**config.mk**
```make
export PLATFORM = sky130hd
export DESIGN_NAME = reset_sleep_ctrl
export DESIGN_NICKNAME = d
export VERILOG_FILES = /design/src/sync_2ff.v /design/src/pulse_filter.v /design/src/reset_sleep_ctrl.v
export VERILOG_INCLUDE_DIRS = /design/src
export SDC_FILE = /design/constraint.sdc
export NUM_CORES = 1
export LEC_CHECK = 0
export ABC_AREA = 1
export BUFFER_PORTS_ARGS = -buffer_cell sky130_fd_sc_hd__buf_2
export CORE_MARGIN = 1
export CORE_UTILIZATION = 40
export CTS_BUF_LIST = sky130_fd_sc_hd__clkbuf_4 sky130_fd_sc_hd__clkbuf_8 sky130_fd_sc_hd__clkbuf_16
export CTS_CLUSTER_SIZE = 16
export DETAILED_ROUTE_END_ITERATION = 10
export PLACE_DENSITY = 0.66
export SETUP_SLACK_MARGIN = 0.2
export SYNTH_ARGS = -nofsm -noshare
export SYNTH_HDL_FRONTEND = slang
export SYNTH_HIERARCHICAL = 1
export SYNTH_SLANG_ARGS = --single-unit
```
**constraint.sdc**
```tcl
create_clock -name pclk -period 1.7 [get_ports pclk]
set_clock_uncertainty 0.1 [all_clocks]
set_input_delay 0.34 -clock pclk [delete_from_list [all_inputs] [get_ports pclk]]
set_output_delay 0.34 -clock pclk [all_outputs]
set_load 0.05 [all_outputs]
```
**src/rst_regs.vh**
```
// Register map, field positions, codes and timing constants for reset and sleep control.
// ====================================================================
// Behaviour
// Five reset causes: supply-on, pin, watchdog, brown-out, scan-port register; any holds reset.
// During reset I/O registers take initial values; release starts at reset vector.
// I/O ports reset asynchronously the moment any cause activates, no clock needed; here the watchdog cause passes clocked flops first.
// After all causes end, delay counter stretches internal reset; fuses set period.
// Reset pin low longer than minimum pulse length gives external reset.
// Watchdog reset only when watchdog enabled and its timeout elapsed.
// Brown-out reset while detector enabled and supply below trigger threshold.
// Reset held while scan-port reset register bit holds one.
// Supply-on reset asserted whenever supply low, reasserted at once on new drop.
// Supply rising past threshold starts the delay counter.
// Comparator disabled automatically in every sleep mode except Idle.
// Comparator using internal reference keeps reference on in sleep unless disabled.
// Brown-out detector enabled by level fuses stays active in all sleep modes.
// Enabled watchdog stays active in all sleep modes.
// Reference enabled only while brown-out detector or comparator needs it.
// Sleep modes stopping I/O clock disable input buffers; wake-up inputs stay on.
// Debug fuse set keeps main clock running in Power-down and Power-save; here only while the scan port is also active.
// Scan-port disable bit or unprogrammed enable fuse disables the scan port.
// Scan port enabled but not shifting leaves TDO undriven.
// Sleep select codes: Idle 000, Power-down 010, Power-save 011.
// Watchdog timeout gives one-cycle pulse; delay starts at its falling edge.
// Each cause sets own flag; write zero clears; supply-on clears others.
// Causes combine asynchronously; internal reset release synchronised to clock.
// Delay terminal count from clock-select fuses; restarts when any cause reasserts.
`ifndef RST_REGS_VH
`define RST_REGS_VH

// ====================================================================
// Register offsets (byte addresses).
`define REG_STATUS_FLAGS 12'h000
`define REG_SLEEP_CTRL   12'h004
`define REG_CTRL         12'h008
`define REG_STATE        12'h00c

// ====================================================================
// Reset flag bits.
`define FLG_POR   0
`define FLG_EXT   1
`define FLG_BOR   2
`define FLG_WDT   3
`define FLG_SCAN  4
`define FLG_W     5
`define FLG_RST   5'h00

// ====================================================================
// Sleep control fields.
`define SLP_SEL_LO 0
`define SLP_SEL_HI 2
`define SLP_EN     3
`define SLP_RST    4'h0

// ====================================================================
// Control fields.
`define CTL_SCAN_DIS  0
`define CTL_WDT_EN    1
`define CTL_CMP_DIS   2
`define CTL_CMP_BG    3
`define CTL_RST       4'h0

// ====================================================================
// Sleep select codes.
`define SM_IDLE      3'h0
`define SM_PWR_DOWN  3'h2
`define SM_PWR_SAVE  3'h3
`define SM_STANDBY   3'h6
`define SM_EXT_STBY  3'h7

// Brown-out level fuse code that means detector off.
`define BOD_OFF 3'h7

// Address where execution begins after reset.
`define RESET_VECTOR 16'h0000

// ====================================================================
// Timing.
`define CLK_MHZ    200
`define T_RST_NS   2500
`define T_RST_CYC  ((`T_RST_NS * `CLK_MHZ + 999) / 1000)

`endif

```
**src/sync_2ff.v**
```verilog
// Two flip-flop level synchroniser for a bus of independent bits.
`timescale 1ns/1ps
`default_nettype none
module sync_2ff #(
  parameter W = 1
) (
  input  wire         clk,     // destination clock
  input  wire         rst_n,   // asynchronous reset, active low
  input  wire [W-1:0] d,       // asynchronous levels
  output reg  [W-1:0] q        // synchronised levels
);

  reg [W-1:0] meta_q;

  always @(posedge clk or negedge rst_n) begin
    if (!rst_n) begin
      meta_q <= {W{1'b0}};
      q      <= {W{1'b0}};
    end else begin
      meta_q <= d;
      q      <= meta_q;
    end
  end

endmodule
`default_nettype wire

```
**src/pulse_filter.v**
```verilog
// Minimum pulse width qualifier for a synchronised active-high level.
`timescale 1ns/1ps
`default_nettype none
module pulse_filter #(
  parameter MIN_CYC = 500,
  parameter CW      = 10
) (
  input  wire clk,      // clock
  input  wire rst_n,    // asynchronous reset, active low
  input  wire level,    // synchronised input level
  output reg  qualified // high once level has stood MIN_CYC cycles
);

  reg [CW-1:0] cnt_q;

  // The count saturates, so a level held for ever cannot wrap and drop out.
  always @(posedge clk or negedge rst_n) begin
    if (!rst_n) begin
      cnt_q     <= {CW{1'b0}};
      qualified <= 1'b0;
    end else if (!level) begin
      cnt_q     <= {CW{1'b0}};
      qualified <= 1'b0;
    end else if (cnt_q >= MIN_CYC[CW-1:0] - 1'b1) begin
      qualified <= 1'b1;
    end else begin
      cnt_q <= cnt_q + 1'b1;
    end
  end

endmodule
`default_nettype wire

```
**src/reset_sleep_ctrl.v**
```verilog
// Reset generation, reset stretching and sleep power gating with APB registers.
//
// Decided for this implementation: the register offsets and register access over APB.
`timescale 1ns/1ps
`default_nettype none
`include "rst_regs.vh"
module reset_sleep_ctrl #(
  parameter TW    = 24,        // delay counter width
  parameter TOUT0 = 24'd6,     // time-out in cycles, fuse group 0
  parameter TOUT1 = 24'd4096,  // time-out in cycles, fuse group 1
  parameter TOUT2 = 24'd820000,   // time-out in cycles, fuse group 2
  parameter TOUT3 = 24'd13000000  // time-out in cycles, fuse group 3
) (
  input  wire        pclk,                 // system clock
  input  wire        presetn,              // bus reset, active low
  input  wire        psel,                 // APB select
  input  wire        penable,              // APB enable
  input  wire        pwrite,               // APB direction
  input  wire [11:0] paddr,                // APB byte address
  input  wire [31:0] pwdata,               // APB write data
  output reg  [31:0] prdata,               // APB read data
  output wire        pready,               // APB ready
  output wire        pslverr,              // APB error
  input  wire        supply_low,           // supply detector below level
  input  wire        rst_pin_n,            // external reset pin
  input  wire        wdt_timeout,          // watchdog period elapsed
  input  wire        bod_below,            // supply below brown-out level
  input  wire        scan_reset_bit,       // scan-port reset register bit
  input  wire [2:0]  brownout_level_fuses, // brown-out level fuses
  input  wire [3:0]  clock_select_fuses,   // clock select fuses
  input  wire        debug_enable_fuse,    // on-chip debug fuse
  input  wire        scan_port_enable_fuse,// scan port fuse
  input  wire        sleep_cmd,            // CPU sleep instruction pulse
  input  wire        wake_event,           // wake-up condition
  input  wire        tap_shifting,         // TAP shifting data
  input  wire        tdo_data,             // TDO data from TAP
  output wire        io_reset_n,           // I/O port reset, async
  output reg         cpu_reset_n,          // stretched internal reset
  output reg         vector_load,          // pulse: load reset vector
  output reg  [15:0] vector_addr,          // reset vector address
  output wire        tdo_o,                // TDO output value
  output wire        tdo_oe,               // TDO output enable
  output wire        scan_port_active,     // scan interface enabled
  output reg         comparator_en,        // analog comparator power
  output reg         vref_en,              // internal reference power
  output reg         bod_active,           // brown-out detector power
  output reg         wdt_active,           // watchdog power
  output reg         input_buf_en,         // digital input buffers
  output reg         wake_buf_en,          // wake-up input logic
  output reg         io_clk_en,            // peripheral_io_clock gate
  output reg         main_clk_en           // main clock source enable
);

  // ==================================================================
  // Helpers.

  function [TW-1:0] tout_sel;
    input [3:0] f;
    begin
      case (f[1:0])
        2'h0:    tout_sel = TOUT0;
        2'h1:    tout_sel = TOUT1;
        2'h2:    tout_sel = TOUT2;
        default: tout_sel = TOUT3;
      endcase
    end
  endfunction

  // Modes that stop the peripheral_io_clock: every sleep mode but Idle.
  function deep_mode;
    input [2:0] m;
    begin
      case (m)
        `SM_PWR_DOWN, `SM_PWR_SAVE, `SM_STANDBY, `SM_EXT_STBY:
          deep_mode = 1'b1;
        default:
          deep_mode = 1'b0;
      endcase
    end
  endfunction

  // ==================================================================
  // Registers and state.

  reg [`FLG_W-1:0] flags_q;
  reg [3:0]        slp_q;
  reg [3:0]        ctl_q;
  reg              sleeping_q;
  reg              wd_pulse_q;
  reg              wd_prev_q;
  reg [1:0]        hold_sync_q;
  reg [TW-1:0]     cnt_q;
  reg              stretch_q;
  reg              hold_prev_q;

  wire [4:0] raw_lv;
  wire [4:0] syn_lv;
  wire       pin_cause;
  wire       por_s;
  wire       bor_s;
  wire       scan_s;
  wire       wd_s;
  wire       wake_s;
  wire       pin_low_s;

  // ==================================================================
  // Synchronised copies of the asynchronous inputs.

  assign raw_lv = {wake_event, scan_reset_bit, wdt_timeout,
                   ~rst_pin_n, supply_low};

  sync_2ff #(
    .W (5)
  ) u_sync (
    .clk   (pclk),
    .rst_n (presetn),
    .d     (raw_lv),
    .q     (syn_lv)
  );

  assign por_s     = syn_lv[0];
  assign pin_low_s = syn_lv[1];
  assign wd_s      = syn_lv[2];
  assign scan_s    = syn_lv[3] & scan_port_active;
  assign wake_s    = syn_lv[4];

  // The brown-out comparator output is a second analog level; it gets its
  // own pair of flops so it cannot be merged with the pin timing.
  wire bod_en = (brownout_level_fuses != `BOD_OFF);
  wire bor_raw = bod_en & bod_below;
  wire bor_syn;

  sync_2ff #(
    .W (1)
  ) u_sync_bod (
    .clk   (pclk),
    .rst_n (presetn),
    .d     (bor_raw),
    .q     (bor_syn)
  );

  assign bor_s = bor_syn & bod_en;

  pulse_filter #(
    .MIN_CYC (`T_RST_CYC),
    .CW      (10)
  ) u_pin_filt (
    .clk       (pclk),
    .rst_n     (presetn),
    .level     (pin_low_s),
    .qualified (pin_cause)
  );

  // ==================================================================
  // Watchdog reset pulse.

  // Only the rising edge of the expiry level counts, giving exactly one
  // reset cycle; its falling edge then lets the stretch counter start.
  always @(posedge pclk or negedge presetn) begin
    if (!presetn) begin
      wd_prev_q  <= 1'b0;
      wd_pulse_q <= 1'b0;
    end else begin
      wd_prev_q  <= wd_s;
      wd_pulse_q <= wd_s & ~wd_prev_q & ctl_q[`CTL_WDT_EN];
    end
  end

  // ==================================================================
  // Cause combination.

  // The I/O ports see the raw pin and supply levels with no clock in the
  // path, so a reset reaches them even while every clock is stopped.
  wire scan_raw = scan_reset_bit & scan_port_active;
  wire io_cause = supply_low | ~rst_pin_n | bor_raw | wd_pulse_q | scan_raw;

  assign io_reset_n = ~io_cause;

  wire int_cause = supply_low | bor_raw | wd_pulse_q | scan_raw | pin_cause;
  wire hold_set  = int_cause | ~presetn;

  // Assertion is asynchronous; release passes two flops.
  always @(posedge pclk or posedge hold_set) begin
    if (hold_set) begin
      hold_sync_q <= 2'b11;
    end else begin
      hold_sync_q <= {hold_sync_q[0], 1'b0};
    end
  end

  wire hold = hold_sync_q[1];

  // ==================================================================
  // Delay counter.

  always @(posedge pclk or negedge presetn) begin
    if (!presetn) begin
      cnt_q     <= {TW{1'b0}};
      stretch_q <= 1'b1;
    end else if (hold) begin
      cnt_q     <= {TW{1'b0}};
      stretch_q <= 1'b1;
    end else if (stretch_q) begin
      if (cnt_q >= tout_sel(clock_select_fuses) - 1'b1) begin
        stretch_q <= 1'b0;
      end else begin
        cnt_q <= cnt_q + 1'b1;
      end
    end
  end

  // ==================================================================
  // Internal reset and reset vector.

  always @(posedge pclk or negedge presetn) begin
    if (!presetn) begin
      hold_prev_q <= 1'b1;
      cpu_reset_n <= 1'b0;
      vector_load <= 1'b0;
      vector_addr <= `RESET_VECTOR;
    end else begin
      hold_prev_q <= hold | stretch_q;
      cpu_reset_n <= ~(hold | stretch_q);
      vector_load <= hold_prev_q & ~(hold | stretch_q);
      vector_addr <= `RESET_VECTOR;
    end
  end

  // ==================================================================
  // Reset flags.

  wire [`FLG_W-1:0] flag_set;
  assign flag_set = {scan_s, wd_pulse_q, bor_s, pin_cause, por_s};

  wire wr_acc = psel & penable & pwrite;
  wire wr_flg = wr_acc & (paddr == `REG_STATUS_FLAGS);

  // A set in the cycle of a clearing write wins over that write.
  always @(posedge pclk or negedge presetn) begin
    if (!presetn) begin
      flags_q <= `FLG_RST;
    end else if (por_s) begin
      flags_q <= {{(`FLG_W-1){1'b0}}, 1'b1};
    end else if (wr_flg) begin
      flags_q <= (flags_q & pwdata[`FLG_W-1:0]) | flag_set;
    end else begin
      flags_q <= flags_q | flag_set;
    end
  end

  // ==================================================================
  // Control registers.

  // These are I/O registers, so every reset cause returns them to their
  // initial values; only the bus reset and a cause can clear them.
  wire regs_rst = ~presetn | io_cause;

  always @(posedge pclk or posedge regs_rst) begin
    if (regs_rst) begin
      slp_q <= `SLP_RST;
      ctl_q <= `CTL_RST;
    end else if (wr_acc && paddr == `REG_SLEEP_CTRL) begin
      slp_q <= pwdata[3:0];
    end else if (wr_acc && paddr == `REG_CTRL) begin
      ctl_q <= pwdata[3:0];
    end
  end

  // ==================================================================
  // Sleep state.

  always @(posedge pclk or negedge presetn) begin
    if (!presetn) begin
      sleeping_q <= 1'b0;
    end else if (!cpu_reset_n || wake_s) begin
      sleeping_q <= 1'b0;
    end else if (sleep_cmd && slp_q[`SLP_EN]) begin
      sleeping_q <= 1'b1;
    end
  end

  wire [2:0] mode = slp_q[`SLP_SEL_HI:`SLP_SEL_LO];
  wire       deep = sleeping_q & deep_mode(mode);
  wire       cmp_want = ~ctl_q[`CTL_CMP_DIS];
  wire       pd_ps = sleeping_q &
                     (mode == `SM_PWR_DOWN || mode == `SM_PWR_SAVE);

  // ==================================================================
  // Power gating outputs.

  // The reference stays on in deep sleep whenever the comparator is enabled and wired
  // to it, even though the comparator itself is then powered down.
  always @(posedge pclk or negedge presetn) begin
    if (!presetn) begin
      comparator_en <= 1'b0;
      vref_en       <= 1'b0;
      bod_active    <= 1'b0;
      wdt_active    <= 1'b0;
      input_buf_en  <= 1'b1;
      wake_buf_en   <= 1'b1;
      io_clk_en     <= 1'b1;
      main_clk_en   <= 1'b1;
    end else begin
      comparator_en <= cmp_want & ~deep;
      vref_en       <= bod_en |
                       (cmp_want & ctl_q[`CTL_CMP_BG]);
      bod_active    <= bod_en;
      wdt_active    <= ctl_q[`CTL_WDT_EN];
      input_buf_en  <= ~deep;
      wake_buf_en   <= 1'b1;
      io_clk_en     <= ~deep;
      main_clk_en   <= ~pd_ps | (debug_enable_fuse & scan_port_active)
                       | ~deep;
    end
  end

  // ==================================================================
  // Scan port.

  assign scan_port_active = scan_port_enable_fuse &
                            ~ctl_q[`CTL_SCAN_DIS];

  // TDO belongs to the scan clock and is passed straight through.
  assign tdo_o  = tdo_data;
  assign tdo_oe = scan_port_active & tap_shifting;

  // ==================================================================
  // APB slave.

  // Zero wait states: read data is captured in the setup cycle.
  wire mapped = (paddr == `REG_STATUS_FLAGS) || (paddr == `REG_SLEEP_CTRL) ||
                (paddr == `REG_CTRL) || (paddr == `REG_STATE);

  assign pready  = 1'b1;
  assign pslverr = psel & penable & ~mapped;

  always @(posedge pclk or negedge presetn) begin
    if (!presetn) begin
      prdata <= 32'h0000_0000;
    end else if (psel && !penable && !pwrite) begin
      case (paddr)
        `REG_STATUS_FLAGS: prdata <= {27'h0, flags_q};
        `REG_SLEEP_CTRL:   prdata <= {28'h0, slp_q};
        `REG_CTRL:         prdata <= {28'h0, ctl_q};
        `REG_STATE:        prdata <= {24'h0, stretch_q, hold, sleeping_q,
                                      scan_port_active, vref_en, bod_en,
                                      io_clk_en, main_clk_en};
        default:           prdata <= 32'h0000_0000;
      endcase
    end
  end

endmodule
`default_nettype wire

```
==> flow_summary.json <==
{
  "status": "finished, violations left",
  "violations": "setup timing",
  "seqCellArea_sq_um": 2085,
  "async_flop_share_pct": 100.0,
  "core-area_sq_um": 12770,
  "start_util_pct": 41.68,
  "cts_buffers": 9,
  "synth_edf_count": 0,
  "drt_first_pass_iters": 5,
  "n_fill_cell": 1196,
  "dieArea_sq_um": 13770,
  "h-tree-depth": 3,
  "post-route-period-util_pct": 111.8,
  "postRouteWirelength_um": 12490,
  "drtIter0Drc": 237,
  "finalNetCount": 902,
  "track_usage_pct": 18.73,
  "layout_min_cycle_time_ns": 1.901,
  "maxCapViolCount": 0,
  "switchingPower_mw": 1.239,
  "ant_nets": 0,
  "critPathMaxFanout": 13,
  "clkPwrFrac_pct": 42.2,
  "setup_viol": 26,
  "wl_per_cell_um": 12.72,
  "antenna_cells": 0,
  "dp_hpwl_um": 8988,
  "ir_drop_uv": 449.2,
  "layout_common_cells": "nand2_1 (163), dfrtp_1 (77), inv_1 (67), buf_4 (65), nor2_1 (58)",
  "final_cells": 982,
  "drc": 0,
  "antenna_found_initial": 0,
  "critical_path_class": "in2reg",
  "cp.arrival_ns": 2.02,
  "pwr-share-comb_pct": 13.3,
  "via_per_inst": 4.654,
  "crit_start": "clock_select_fuses[0]",
  "seqPwrFrac_pct": 44.4,
  "grt_pass1_vias": 4263,
  "die_width_um": 117.4,
  "cp-start-kind": "input pin",
  "worstReg2RegEnd": "cnt_q[14]",
  "die_h_um": 117.4,
  "syn_area_per_cell_sq_um": 7.876,
  "syn_to_final_growth_pct": 28.04,
  "crit_required_ns": 1.82,
  "ff2ff_path_depth": 8,
  "power_mw": 4.606,
  "synth_ff_type": "dfrtp_1",
  "power_density_nw_per_um2": 675.7,
  "gr-total-overflow": 0,
  "crit_end": "cnt_q[14]",
  "r2r_slack_ns": -0.18,
  "syn_area_sq_um": 5324,
  "yosysUniqueCellTypes": 41,
  "cts_sinks": 83,
  "gp_congestion": 0.8251,
  "hold_viol": 0,
  "p_leak_nw": 3.623,
  "yosysWarnings": 8,
  "r2r-start": "cnt_q[23]",
  "ys_seq_elements": 83,
  "row_count": 41,
  "route.vias.total": 4570,
  "switching_share_pct": 26.90,
  "drive_above_1_share_pct": 27.78,
  "clk_path_buf_depth": 2,
  "fin_tns_setup_ns": -4.485,
  "grt_start_max_net_pins": 33,
  "final-max-slew-violation-count": 0,
  "cts_tree": "yes",
  "multiInputGateArea_sq_um": 2890,
  "syn_inst": 676,
  "end_kind": "flop",
  "min_path_type": "in2reg",
  "seq_area_frac_synth_pct": 39.15,
  "ios": 131,
  "layout_commonest_cell": "nand2_1",
  "grt_pass1_wl_um": 20720,
  "clkLatencyLatePin_ns": 0.33,
  "dp_cells": 947,
  "max_freq_ghz": 0.5259,
  "fin_ws_ns": -0.2014,
  "cts_root_buf": "clkbuf_16",
  "path_clk_slew_ns": 0.06,
  "portBuffers": 57,
  "final_util_pct": 53.36,
  "p_int_mw": 3.367,
  "rsz0062_at_grt": "true"
}
[synthesized netlist by cell type, types with 2 or more instances]
| cell | n | area, sq um |
|---|---|---|
| nand2_1 | 171 | 641.9 |
| dfrtp_1 | 77 | 1927 |
| inv_1 | 71 | 266.5 |
| nor2_1 | 65 | 244.0 |
| nand3_1 | 57 | 285.3 |
| buf_4 | 47 | 352.8 |
| ha_1 | 30 | 375.4 |
| nand4_1 | 22 | 137.6 |
| o21ai_0 | 19 | 95.09 |
| xor2_1 | 15 | 131.4 |
| a21oi_1 | 13 | 65.06 |
| nand3_2 | 12 | 120.1 |
| nor3_1 | 7 | 35.03 |
| dfstp_2 | 6 | 157.7 |
| inv_2 | 6 | 22.52 |
| nor2_2 | 6 | 37.54 |
| o21ai_1 | 6 | 30.03 |
| nand2_2 | 5 | 31.28 |
| buf_2 | 4 | 20.02 |
| mux2_1 | 4 | 45.04 |
| buf_6 | 3 | 33.78 |
| nor3_2 | 3 | 30.03 |
| o21bai_1 | 3 | 22.52 |
| xnor2_1 | 3 | 26.28 |
| a21o_1 | 2 | 15.01 |
| clkbuf_1 | 2 | 7.510 |
| conb_1 | 2 | 7.510 |
| nor2_4 | 2 | 22.52 |
[flip-flops by register name (all words and copies together), names as in the netlist, 2 cells and up]
register and cells:
u_pin_filt/cnt_q 10, u_sync/meta_q 5, flags_q 5, u_sync/q 5, prdata 8, ctl_q 4
slp_q 4, cnt_q 24, hold_sync_q 2
[critical path, stage by stage]
cell        delay (ns)
buf_6             0.09
clkinvlp_4        0.13
ha_1              0.30
inv_1             0.04
ha_1              0.28
nand2_1           0.06
nand2_1           0.04
nand2_1           0.05
nand2_1           0.04
nand2_1           0.05
nand2_1           0.07
nand2_2           0.10
nand4_4           0.11
buf_12            0.18
nand3_1           0.06
nand2_1           0.05
[metal layers]
metal | GRT usage [%] | part of all wire (%) | vias to the layer above
li1 | - | - | 2333
met4 | 6.169 | 1.6 | 0
met2 | 29.96 | 47 | 105
met5 | 0 | 0 | -
met3 | 3.794 | 4.0 | 19
met1 | 25.23 | 47 | 2113
[area by class of cell]
| cell class | instances | area share [%] |
|---|---|---|
| multi-input cells | 502 | 42.40 |
| repair buffers | 130 | 15.05 |
| flip-flops and latches | 83 | 30.58 |
| clock inverters | 4 | 0.7159 |
| well taps | 172 | 3.157 |
| inverters | 79 | 4.460 |
| clock buffers | 12 | 3.634 |
[how the worst min path moves through the flow]
| stage | cells past startpoint | slack, ns | from | to |
|---|---|---|---|---|
| floorplan | 0 | -0.06 | presetn | bod_active |
| global placement | 1 | 0.13 | presetn | prdata[2] |
| detailed placement | 1 | 0.12 | presetn | prdata[2] |
| CTS | 1 | 0.007 | wake_event | u_sync/meta_q[4] |
| global route | 1 | 0.005 | wdt_timeout | u_sync/meta_q[2] |
| finish | 1 | 0.02 | wake_event | u_sync/meta_q[4] |
[per-stage QoR]
stage / setup slack [ns] / instance area, sq um / hold WS (ns)
final: -0.2014 / 6817 / 0.01974
after global routing: -0.3223 / 6817 / 0.004969
after global placement: -0.5633 / 6053 / 0.1287
after detailed placement: -0.5911 / 6053 / 0.1234
after floorplan: -0.3115 / 5528 / -0.05559
after CTS: -0.1926 / 6678 / 0.007490
[repair_timing]
item,CTS,global route
endpoints found under the hold margin,16,0
setup endpoints to repair,38,45
buffers inserted,7,8
resized for setup,56,17
hold buffers,1,0
pin swaps,12,14
cloned,2,1
[power by group through the flow]
stage | Combinational, mW | Clock [mW] | Sequential, mW
finish | 0.614 | 1.95 | 2.05
global route | 0.666 | 2.08 | 2.05
CTS | 0.591 | 2.00 | 2.05
detailed placement | 0.540 | 0 | 2.08
global placement | 0.535 | 0 | 2.08
floorplan | 0.453 | 0 | 2.08
[cells by family (layout without fill, tap and decap cells)]
family	count (synthesis)	count (layout)	synth area share (%)
other	2	45	0.1411
muxes	4	4	0.8460
buffers and inverters	136	225	13.65
adders and majority gates	30	30	7.051
AOI/OAI and AO/OA	46	46	4.700
and+or+nand+nor	357	359	31.49
xor gates and xnor gates	18	18	2.961
DFF	83	83	39.15
No activity file was read; power rests on OpenSTA's default activity.
